$ cat src/rtl/osr_pkg.sv
// shared constants for the oversampling and decimation engine
package osr_pkg;
    localparam int NUM_CH = 16;
    localparam int CH_W = 4;
    localparam int SAMPLE_W = 16;
    localparam int RESULT_W = 19;
    localparam int ACC_W = 22;
    localparam int CNT_W = 7;
    // rate_select_field encodings
    localparam logic [1:0] RATE_X1 = 2'h0;
    localparam logic [1:0] RATE_X4 = 2'h1;
    localparam logic [1:0] RATE_X16 = 2'h2;
    localparam logic [1:0] RATE_X64 = 2'h3;
    // sequencer modes
    localparam logic [1:0] MODE_STANDARD = 2'h0;
    localparam logic [1:0] MODE_ADVANCED = 2'h1;
    localparam logic [1:0] MODE_TWO_CYCLE = 2'h2;
    localparam logic [1:0] MODE_SINGLE_CYCLE = 2'h3;
    // register word offsets
    localparam logic [5:0] OFS_SETUP_BASE = 6'h00;
    localparam logic [5:0] OFS_CTRL = 6'h10;
    localparam logic [5:0] OFS_STATUS = 6'h11;
    localparam logic [5:0] OFS_IRQ_STAT = 6'h12;
    localparam logic [5:0] OFS_IRQ_MASK = 6'h13;
    localparam logic [5:0] OFS_RESULT = 6'h14;
    localparam logic [5:0] OFS_UPPER = 6'h15;
    localparam logic [5:0] OFS_LOWER = 6'h16;
    localparam logic [5:0] OFS_LIMIT_FLAGS = 6'h17;
    // control register fields
    localparam int CTRL_MODE_LSB = 0;
    localparam int CTRL_AUTO_BIT = 2;
    localparam int CTRL_BUSY_EN_BIT = 3;
    // irq bits
    localparam int IRQ_READY_BIT = 0;
    localparam int IRQ_LIMIT_BIT = 1;
    // reset values
    localparam logic [1:0] SETUP_RESET = 2'h0;
    localparam logic [31:0] CTRL_RESET = 32'h0000_0000;
    localparam logic [15:0] UPPER_RESET = 16'hffff;
    localparam logic [15:0] LOWER_RESET = 16'h0000;
    // autocycle timer period
    localparam int AUTO_PERIOD_NS = 1000;
    localparam int CLOCK_PERIOD_NS = 4;
    localparam int AUTO_CYCLES = AUTO_PERIOD_NS / CLOCK_PERIOD_NS;
    localparam int AUTO_CNT_W = 10;
endpackage

$ cat src/rtl/osr_pulse_divider.sv
// autocycle timer: one-cycle conversion pulse every period
`timescale 1ns/1ps
module osr_pulse_divider
(
    // clock and reset
    input wire logic clk,
    input wire logic rst_b,
    // control
    input wire logic enable,
    input wire logic [osr_pkg::AUTO_CNT_W-1:0] period,
    // pulse
    output logic tick
);
    logic [osr_pkg::AUTO_CNT_W-1:0] cnt_reg;
    logic [osr_pkg::AUTO_CNT_W-1:0] cnt_next;
    logic tick_next;
    logic tick_reg;

    always_comb
    begin
        cnt_next = cnt_reg;
        tick_next = 1'b0;
        if (!enable)
        begin
            cnt_next = '0;
        end
        else if (cnt_reg >= period - 1'b1)
        begin
            cnt_next = '0;
            tick_next = 1'b1;
        end
        else
        begin
            cnt_next = cnt_reg + 1'b1;
        end
    end

    always_ff @(posedge clk or negedge rst_b)
    begin
        if (!rst_b)
        begin
            cnt_reg <= '0;
            tick_reg <= 1'b0;
        end
        else
        begin
            cnt_reg <= cnt_next;
            tick_reg <= tick_next;
        end
    end

    assign tick = tick_reg;
endmodule

$ cat src/rtl/osr_sync2.sv
// two flip-flop synchroniser for a pin level
`timescale 1ns/1ps
module osr_sync2
(
    // clock and reset
    input wire logic clk,
    input wire logic rst_b,
    // level
    input wire logic d,
    output logic q
);
    logic s1_reg;
    logic s2_reg;

    always_ff @(posedge clk or negedge rst_b)
    begin
        if (!rst_b)
        begin
            s1_reg <= 1'b0;
            s2_reg <= 1'b0;
        end
        else
        begin
            s1_reg <= d;
            s2_reg <= s1_reg;
        end
    end

    assign q = s2_reg;
endmodule

$ cat src/rtl/osr_engine.sv
// oversampling and decimation engine with wishbone registers
`timescale 1ns/1ps
module osr_engine
(
    // clock and reset
    input wire logic CLOCK,
    input wire logic RST_B,
    // wishbone slave
    input wire logic WB_CYC_I,
    input wire logic WB_STB_I,
    input wire logic WB_WE_I,
    input wire logic [7:0] WB_ADR_I,
    input wire logic [3:0] WB_SEL_I,
    input wire logic [31:0] WB_DAT_I,
    output logic [31:0] WB_DAT_O,
    output logic WB_ACK_O,
    // conversion trigger pin
    input wire logic CONVERSION_TRIGGER,
    // converter core
    input wire logic SAMPLE_VALID,
    input wire logic [15:0] SAMPLE_DATA,
    output logic CONVERT_START,
    // sequencer
    input wire logic CHANNEL_REQ,
    input wire logic [3:0] CHANNEL_SEL,
    output logic CHANNEL_DONE,
    output logic [3:0] MUX_CHANNEL,
    // result path
    output logic [18:0] RESULT_DATA,
    output logic [3:0] RESULT_CHANNEL,
    output logic RESULT_VALID,
    // flags
    output logic MULTI_FUNCTION_FLAG_PIN,
    output logic IRQ
);
    typedef enum {IDLE, WAIT_TRIG, WAIT_SAMPLE} state_t;

    // synchronised trigger and edge detect
    logic trig_sync;
    logic trig_prev_reg;
    logic auto_tick;
    logic trig_event;

    osr_sync2 trig_sync_i
    (
        .clk(CLOCK),
        .rst_b(RST_B),
        .d(CONVERSION_TRIGGER),
        .q(trig_sync)
    );

    // register state
    logic [1:0] rate_select_field_reg [osr_pkg::NUM_CH];
    logic [1:0] rate_select_field_next [osr_pkg::NUM_CH];
    logic [31:0] ctrl_reg;
    logic [31:0] ctrl_next;
    logic [1:0] irq_stat_reg;
    logic [1:0] irq_stat_next;
    logic [1:0] irq_mask_reg;
    logic [1:0] irq_mask_next;
    logic [15:0] upper_reg;
    logic [15:0] upper_next;
    logic [15:0] lower_reg;
    logic [15:0] lower_next;
    logic [15:0] upper_limit_flag_reg;
    logic [15:0] upper_limit_flag_next;
    logic [15:0] lower_limit_flag_reg;
    logic [15:0] lower_limit_flag_next;
    logic ack_reg;
    logic ack_next;
    logic [31:0] dat_reg;
    logic [31:0] dat_next;

    // datapath state
    state_t state_reg;
    state_t state_next;
    logic [3:0] chan_reg;
    logic [3:0] chan_next;
    logic [1:0] rate_reg;
    logic [1:0] rate_next;
    logic [osr_pkg::ACC_W-1:0] acc_reg;
    logic [osr_pkg::ACC_W-1:0] acc_next;
    logic [osr_pkg::CNT_W-1:0] cnt_reg;
    logic [osr_pkg::CNT_W-1:0] cnt_next;
    logic [18:0] result_reg;
    logic [18:0] result_next;
    logic [3:0] res_chan_reg;
    logic [3:0] res_chan_next;
    logic res_valid_reg;
    logic res_valid_next;
    logic busy_reg;
    logic busy_next;
    logic start_reg;
    logic start_next;

    logic [1:0] mode;
    logic auto_en;
    logic busy_en;
    logic [1:0] pick_rate;
    logic [osr_pkg::CNT_W-1:0] ratio_cnt;
    logic [osr_pkg::ACC_W-1:0] acc_sum;
    logic [18:0] avg_word;
    logic [15:0] cmp_word;
    logic [5:0] word_adr;
    logic wb_req;

    assign mode = ctrl_reg[osr_pkg::CTRL_MODE_LSB +: 2];
    assign auto_en = ctrl_reg[osr_pkg::CTRL_AUTO_BIT];
    assign busy_en = ctrl_reg[osr_pkg::CTRL_BUSY_EN_BIT];

    osr_pulse_divider auto_div_i
    (
        .clk(CLOCK),
        .rst_b(RST_B),
        .enable(auto_en),
        .period(osr_pkg::AUTO_CNT_W'(osr_pkg::AUTO_CYCLES)),
        .tick(auto_tick)
    );

    assign trig_event = auto_en ? auto_tick : (trig_sync & ~trig_prev_reg);

    always_comb
    begin
        unique case (mode)
            osr_pkg::MODE_STANDARD: pick_rate = rate_select_field_reg[0];
            osr_pkg::MODE_ADVANCED: pick_rate = rate_select_field_reg[CHANNEL_SEL];
            default: pick_rate = osr_pkg::RATE_X1;
        endcase
    end

    always_comb
    begin
        unique case (rate_reg)
            osr_pkg::RATE_X1: ratio_cnt = 7'd1;
            osr_pkg::RATE_X4: ratio_cnt = 7'd4;
            osr_pkg::RATE_X16: ratio_cnt = 7'd16;
            default: ratio_cnt = 7'd64;
        endcase
    end

    assign acc_sum = acc_reg + {6'h00, SAMPLE_DATA};

    always_comb
    begin
        // keep one extra bit per factor of four
        unique case (rate_reg)
            osr_pkg::RATE_X1: avg_word = {3'h0, acc_sum[15:0]};
            osr_pkg::RATE_X4: avg_word = {2'h0, acc_sum[17:1]};
            osr_pkg::RATE_X16: avg_word = {1'h0, acc_sum[19:2]};
            default: avg_word = acc_sum[21:3];
        endcase
    end

    // compare the 16 top bits of the averaged word
    always_comb
    begin
        unique case (rate_reg)
            osr_pkg::RATE_X1: cmp_word = avg_word[15:0];
            osr_pkg::RATE_X4: cmp_word = avg_word[16:1];
            osr_pkg::RATE_X16: cmp_word = avg_word[17:2];
            default: cmp_word = avg_word[18:3];
        endcase
    end

    always_comb
    begin
        state_next = state_reg;
        chan_next = chan_reg;
        rate_next = rate_reg;
        acc_next = acc_reg;
        cnt_next = cnt_reg;
        result_next = result_reg;
        res_chan_next = res_chan_reg;
        res_valid_next = 1'b0;
        busy_next = busy_reg;
        start_next = 1'b0;
        unique case (state_reg)
            IDLE:
            begin
                if (CHANNEL_REQ)
                begin
                    chan_next = CHANNEL_SEL;
                    rate_next = pick_rate;
                    acc_next = '0;
                    cnt_next = '0;
                    busy_next = 1'b1;
                    state_next = WAIT_TRIG;
                end
            end
            WAIT_TRIG:
            begin
                // each trigger event starts one conversion: a pin edge, or the autocycle tick when auto is set
                if (trig_event)
                begin
                    start_next = 1'b1;
                    state_next = WAIT_SAMPLE;
                end
            end
            WAIT_SAMPLE:
            begin
                if (SAMPLE_VALID)
                begin
                    acc_next = acc_sum;
                    cnt_next = cnt_reg + 1'b1;
                    // hold channel until ratio samples averaged
                    if (cnt_reg + 1'b1 == ratio_cnt)
                    begin
                        result_next = avg_word;
                        res_chan_next = chan_reg;
                        res_valid_next = 1'b1;
                        // busy drops only with the averaged word
                        busy_next = 1'b0;
                        state_next = IDLE;
                    end
                    else
                    begin
                        state_next = WAIT_TRIG;
                    end
                end
            end
        endcase
    end

    always_ff @(posedge CLOCK or negedge RST_B)
    begin
        if (!RST_B)
        begin
            state_reg <= IDLE;
            chan_reg <= '0;
            rate_reg <= osr_pkg::RATE_X1;
            acc_reg <= '0;
            cnt_reg <= '0;
            result_reg <= '0;
            res_chan_reg <= '0;
            res_valid_reg <= 1'b0;
            busy_reg <= 1'b0;
            start_reg <= 1'b0;
            trig_prev_reg <= 1'b0;
        end
        else
        begin
            state_reg <= state_next;
            chan_reg <= chan_next;
            rate_reg <= rate_next;
            acc_reg <= acc_next;
            cnt_reg <= cnt_next;
            result_reg <= result_next;
            res_chan_reg <= res_chan_next;
            res_valid_reg <= res_valid_next;
            busy_reg <= busy_next;
            start_reg <= start_next;
            trig_prev_reg <= trig_sync;
        end
    end

    assign word_adr = WB_ADR_I[7:2];
    assign wb_req = WB_CYC_I & WB_STB_I & ~ack_reg;

    always_comb
    begin
        rate_select_field_next = rate_select_field_reg;
        ctrl_next = ctrl_reg;
        irq_mask_next = irq_mask_reg;
        upper_next = upper_reg;
        lower_next = lower_reg;
        irq_stat_next = irq_stat_reg;
        upper_limit_flag_next = upper_limit_flag_reg;
        lower_limit_flag_next = lower_limit_flag_reg;
        ack_next = wb_req;
        dat_next = '0;
        if (wb_req)
        begin
            if (word_adr < osr_pkg::OFS_CTRL)
            begin
                dat_next = {30'h0, rate_select_field_reg[word_adr[3:0]]};
                // host writes each channel's rate field
                if (WB_WE_I && WB_SEL_I[0])
                begin
                    rate_select_field_next[word_adr[3:0]] = WB_DAT_I[1:0];
                end
            end
            else
            begin
                unique case (word_adr)
                    osr_pkg::OFS_CTRL:
                    begin
                        dat_next = {28'h0, ctrl_reg[3:0]};
                        if (WB_WE_I && WB_SEL_I[0])
                        begin
                            ctrl_next = {28'h0, WB_DAT_I[3:0]};
                        end
                    end
                    osr_pkg::OFS_STATUS:
                        dat_next = {22'h0, cnt_reg, chan_reg[0], busy_reg, state_reg != IDLE};
                    osr_pkg::OFS_IRQ_STAT:
                    begin
                        dat_next = {30'h0, irq_stat_reg};
                        if (WB_WE_I && WB_SEL_I[0])
                        begin
                            irq_stat_next = irq_stat_reg & ~WB_DAT_I[1:0];
                        end
                    end
                    osr_pkg::OFS_IRQ_MASK:
                    begin
                        dat_next = {30'h0, irq_mask_reg};
                        if (WB_WE_I && WB_SEL_I[0])
                        begin
                            irq_mask_next = WB_DAT_I[1:0];
                        end
                    end
                    osr_pkg::OFS_RESULT:
                        dat_next = {9'h0, res_chan_reg, result_reg};
                    osr_pkg::OFS_UPPER:
                    begin
                        dat_next = {16'h0, upper_reg};
                        if (WB_WE_I && WB_SEL_I[1:0] == 2'h3)
                        begin
                            upper_next = WB_DAT_I[15:0];
                        end
                    end
                    osr_pkg::OFS_LOWER:
                    begin
                        dat_next = {16'h0, lower_reg};
                        if (WB_WE_I && WB_SEL_I[1:0] == 2'h3)
                        begin
                            lower_next = WB_DAT_I[15:0];
                        end
                    end
                    osr_pkg::OFS_LIMIT_FLAGS:
                    begin
                        dat_next = {upper_limit_flag_reg, lower_limit_flag_reg};
                        if (WB_WE_I)
                        begin
                            lower_limit_flag_next = lower_limit_flag_reg & ~WB_DAT_I[15:0];
                            upper_limit_flag_next = upper_limit_flag_reg & ~WB_DAT_I[31:16];
                        end
                    end
                    default:
                        dat_next = '0;
                endcase
            end
        end
        // events set after clears so a set wins
        if (res_valid_next)
        begin
            irq_stat_next[osr_pkg::IRQ_READY_BIT] = 1'b1;
            // limit flags only on the averaged result
            if (cmp_word >= upper_reg)
            begin
                upper_limit_flag_next[chan_reg] = 1'b1;
                irq_stat_next[osr_pkg::IRQ_LIMIT_BIT] = 1'b1;
            end
            if (cmp_word <= lower_reg)
            begin
                lower_limit_flag_next[chan_reg] = 1'b1;
                irq_stat_next[osr_pkg::IRQ_LIMIT_BIT] = 1'b1;
            end
        end
    end

    always_ff @(posedge CLOCK or negedge RST_B)
    begin
        if (!RST_B)
        begin
            for (int i = 0; i < osr_pkg::NUM_CH; i++)
            begin
                rate_select_field_reg[i] <= osr_pkg::SETUP_RESET;
            end
            ctrl_reg <= osr_pkg::CTRL_RESET;
            irq_stat_reg <= '0;
            irq_mask_reg <= '0;
            upper_reg <= osr_pkg::UPPER_RESET;
            lower_reg <= osr_pkg::LOWER_RESET;
            upper_limit_flag_reg <= '0;
            lower_limit_flag_reg <= '0;
            ack_reg <= 1'b0;
            dat_reg <= '0;
        end
        else
        begin
            rate_select_field_reg <= rate_select_field_next;
            ctrl_reg <= ctrl_next;
            irq_stat_reg <= irq_stat_next;
            irq_mask_reg <= irq_mask_next;
            upper_reg <= upper_next;
            lower_reg <= lower_next;
            upper_limit_flag_reg <= upper_limit_flag_next;
            lower_limit_flag_reg <= lower_limit_flag_next;
            ack_reg <= ack_next;
            dat_reg <= dat_next;
        end
    end

    assign WB_ACK_O = ack_reg;
    assign WB_DAT_O = dat_reg;
    assign CONVERT_START = start_reg;
    assign MUX_CHANNEL = chan_reg;
    assign CHANNEL_DONE = res_valid_reg;
    assign RESULT_DATA = result_reg;
    assign RESULT_CHANNEL = res_chan_reg;
    assign RESULT_VALID = res_valid_reg;
    // high while busy, low once data is ready
    assign MULTI_FUNCTION_FLAG_PIN = busy_en & busy_reg;
    assign IRQ = |(irq_stat_reg & irq_mask_reg);
endmodule

$ cat config.mk
export PLATFORM = sky130hd
export DESIGN_NAME = osr_engine
export DESIGN_NICKNAME = d
export VERILOG_FILES = /design/src/rtl/osr_pkg.sv /design/src/rtl/osr_pulse_divider.sv /design/src/rtl/osr_sync2.sv /design/src/rtl/osr_engine.sv
export SDC_FILE = /design/constraint.sdc
export NUM_CORES = 1
export LEC_CHECK = 0
export ABC_AREA = 0
export ABC_CLOCK_PERIOD_IN_PS = 4700
export BUFFER_PORTS_ARGS = -buffer_cell sky130_fd_sc_hd__buf_2
export CAP_MARGIN = 10
export CORE_UTILIZATION = 31
export CTS_CLUSTER_SIZE = 10
export DETAILED_ROUTE_END_ITERATION = 6
export GPL_ROUTABILITY_DRIVEN = 0
export GPL_TIMING_DRIVEN = 0
export PLACE_DENSITY = 0.47
export SYNTH_ARGS = -nofsm -noshare
export SYNTH_HDL_FRONTEND = slang
export SYNTH_HIERARCHICAL = 1
export SYNTH_SLANG_ARGS = --single-unit
export TNS_END_PERCENT = 5
$ cat constraint.sdc
create_clock -name CLOCK -period 4.7 [get_ports CLOCK]
set_clock_uncertainty 0.1 [all_clocks]
set_input_delay 0.235 -clock CLOCK [delete_from_list [all_inputs] [get_ports CLOCK]]
set_output_delay 0.235 -clock CLOCK [all_outputs]
set_load 0.05 [all_outputs]
==> results.md <==
- Max-slew headroom at the worst pin: 29.1%
- Worst-path maximum fanout: 5
- Routed WL: just under 40000 um
- Worst vdd ir: about 240 uV
- Gr ovfl total: 0
- GRT Total Usage: between 10% and 20%
- Power, Total: ~6500 uW
- Status: completed
- Met3 Routed Length: 1600 um
- First DRT Iteration DRCs: 508
- DIE WIDTH: ~200 um
- Die Height: 201 um
- Via count: 10000
- Peak Freq: approximately 0.22 GHz
- NumNets Final: roughly 1600
- Met1 Routed Length: 18100 um
- Clock root buffer master: clkbuf_16
- Endpoints failing hold: 0
- Post-synth EDFFs: 0
- DP Area: 13700 um^2
- Leakage: 0.00687 uW
- Routed WL per cell: 19.4 um
- PD cells: 432 nW/um^2
- Final ANT Viol Nets: 0
- Post-synth ARST share: 100%
- Max Cap Viol: 0
- First-pass GRT wire length: just over 60000 um
- Final core occ: 38.9%
- Setup slack at placement: -0.384 ns
- Port buffer count: 128
- I/O pin cnt: 137
- Arrival time at the worst endpoint: just under 5 ns
- Largest net degree at the start of global routing: 117
- Yosys warnings: 6
- Final setup violation count: 0
- DRC: 0
- Post-DP HPWL: 29400 um
- Yosys cell types: about 80
- Wire length on met2: approximately 18000 um
- Slew @ Worst Pin: 1.06 ns
- RSZ-0062 raised after global routing: yes
- TritonCTS clock tree: built
- Die Area: 40500 um^2
- Initial core utilization: 31.6%
- Vias in the first global route: between 10000 and 15000
- # fillers: 3961
- Post-Syn Area: 12300 um^2
- Core ar.: between 30000 and 40000 um^2
- Final worst-path cycle share: between 90% and 100%
- Final Critical Period: 4.56 ns
- Cells after synthesis: between 1000 and 1500
- DR vias/cell: 5.03
- H-tree depth: 1
- Slew Limit Fails: 0
- Clk_lat worst skew: between 0.5 and 0.6 ns
- Register area share after synthesis: 43.6%
- Worst setup margin: 0.142 ns
- Min-delay worst type: in2reg
- Setup tns final: 0 ns
- Share of layout cells above drive strength 1: between 20% and 30%
- Setup crit end kind: flip-flop
- Uppermost routed layer: met4
- Critical Setup Path Class: reg2reg
- Antenna violations before repair: 0
- Critical Path Source Type: flip-flop
- ANT cells: 0
- Clock sinks: 214
- Synth-to-layout area growth: 22.8%
- Required @ worst endpoint: 5.01 ns
- CTS Buf Count: 27
- Syn Area/Cell: 10.1 um^2
- Row Count: 72
- Synth Register Bits: 214
- Maximum root-to-sink buffer count: 3
- Non-Filler Cell Area, Final: approximately 15000 um^2
- First drt pass iteration count: 5
- Post-synth top flop: dfrtp_1
- Worst-path clk slew: 0.06 ns
==> final timing paths <==
kind / startpoint / to / slack, ns / cells past startpoint
worst max-delay path: acc_reg[1] / upper_limit_flag_reg[4] / 0.14 / 19
worst min-delay path: WB_ADR_I[7] / WB_DAT_O[0] / 0.02 / 3
min in group asynchronous: RST_B / rate_select_field_reg[16] / 0.18 / 2
worst min register to register: trig_sync_i/q / trig_prev_reg / 0.28 / 0
worst max register to register: acc_reg[1] / upper_limit_flag_reg[4] / 0.14 / 19
max in group asynchronous: RST_B / WB_DAT_O[10] / 3.28 / 3
==> synthesized netlist by cell type, drive strengths merged (3+ instances only) <==
cell type | instances | share of area (%)
buf | 12 | 0.53
nor3 | 35 | 1.4
nand2 | 187 | 5.7
and3 | 21 | 1.1
nand2b | 10 | 0.51
a211oi | 6 | 0.37
dfstp | 16 | 3.4
o211ai | 8 | 0.57
a21oi | 50 | 2.2
and2 | 7 | 0.38
clkbuf | 52 | 1.6
mux2 | 81 | 7.5
nand3 | 20 | 0.81
nor3b | 4 | 0.28
o21ai | 85 | 3.5
a31oi | 13 | 0.71
a21o | 17 | 1.0
nor2b | 9 | 0.46
nor2 | 66 | 2.0
xor2 | 16 | 1.1
or2 | 3 | 0.15
o21a | 4 | 0.30
mux2i | 21 | 1.7
dfrtp | 198 | 40
o31a | 3 | 0.21
a221oi | 4 | 0.34
nand3b | 6 | 0.47
a22o | 17 | 1.2
o41ai | 3 | 0.27
o31ai | 5 | 0.30
nor4 | 4 | 0.20
inv | 52 | 1.6
xnor2 | 24 | 1.7
ha | 61 | 6.2
a22oi | 33 | 2.0
mux4 | 24 | 4.4
a31o | 3 | 0.21
nand4 | 10 | 0.51
or3 | 6 | 0.43
==> where the power goes <==
| group | total (uW) | internal (uW) | switching (uW) |
|---|---|---|---|
| registers | 2270 | 2050 | 221 |
| clock network | 1890 | 1100 | 796 |
| logic | 2370 | 829 | 1540 |
==> layout make-up <==
type                            instances  area, um^2  share of cell area [%]
Timing Repair Buffer                  171        1090                    7.21
Tap cell                              518         648                    4.28
Buffer                                 64         260                    1.72
Multi-Input combinational cell        922        6770                    44.7
Clock buffer                           45         763                    5.04
Clock inverter                          4        23.8                   0.157
Inverter                               53         199                    1.31
Sequential cell                       214        5380                    35.5
==> cell usage in the layout (no fill, tap or decap), drive strengths merged, types with 7 or more instances in the layout <==
master       Yosys  final
dlygate4sd3      0     39
mux4            24     24
nand4           10     10
nor3            35     35
a21oi           50     50
xnor2           24     24
mux2i           21     21
o211ai           8      8
o21ai           85     85
buf             12    144
nor2            66     66
clkbuf          52     97
dfstp           16     16
and3            21     21
nand3           20     20
a21o            17     17
nand2          187    187
dfrtp          198    198
mux2            81     81
nor2b            9      9
a22o            17     17
a31oi           13     13
xor2            16     16
ha              61     61
a22oi           33     33
conb             2     30
inv             52     53
and2             7      7
nand2b          10     10
==> repair_timing <==
item,4_1_cts,5_1_grt
setup endpoints to repair,24,33
resized for setup,7,24
setup buffers,0,3
hold buffers,38,1
endpoints found under the hold margin,166,1
pin swaps,0,3
==> cell families (layout without fill, tap and decap cells) <==
kind of cell | after synthesis | in the layout | share of synthesized area, %
fa+ha+maj | 62 | 62 | 6.36
simple gates | 393 | 393 | 14.7
other cells | 2 | 30 | 0.0610
xor+xnor | 40 | 40 | 2.84
compound gates | 271 | 271 | 15.0
mux | 126 | 126 | 13.6
flops | 214 | 214 | 43.6
buf+inv | 117 | 337 | 3.73
==> critical path, stage by stage (launching register included) <==
cell	delay [ns]
dfrtp_1	0.40
ha_1	0.28
a21o_1	0.18
and4_1	0.26
o211a_1	0.29
o41ai_4	0.34
xor2_2	0.23
nor2_1	0.10
a21oi_1	0.27
mux2i_1	0.19
ha_1	0.34
a21o_1	0.19
a21o_1	0.17
a21oi_1	0.17
nor2_1	0.07
a211oi_2	0.29
o21ai_4	0.15
nand3b_1	0.17
buf_4	0.15
o21ai_1	0.06
==> per-stage QoR <==
stage | hold slack [ns] | std cells
after detailed placement | 0.238 | 1900
after CTS | 0.00357 | 1987
after global routing | 0.00194 | 1991
after floorplan | -0.161 | 1253
after global placement | 0.246 | 1899
final | 0.0235 | 1991
==> per-layer routing <==
metal	GRT usage, %	vias to the layer above
li1	-	4826
met4	3.52	0
met3	2.69	40
met1	26.6	4942
met2	32.1	209
met5	0	-
Note: power is estimated with default switching activity, not from simulation.
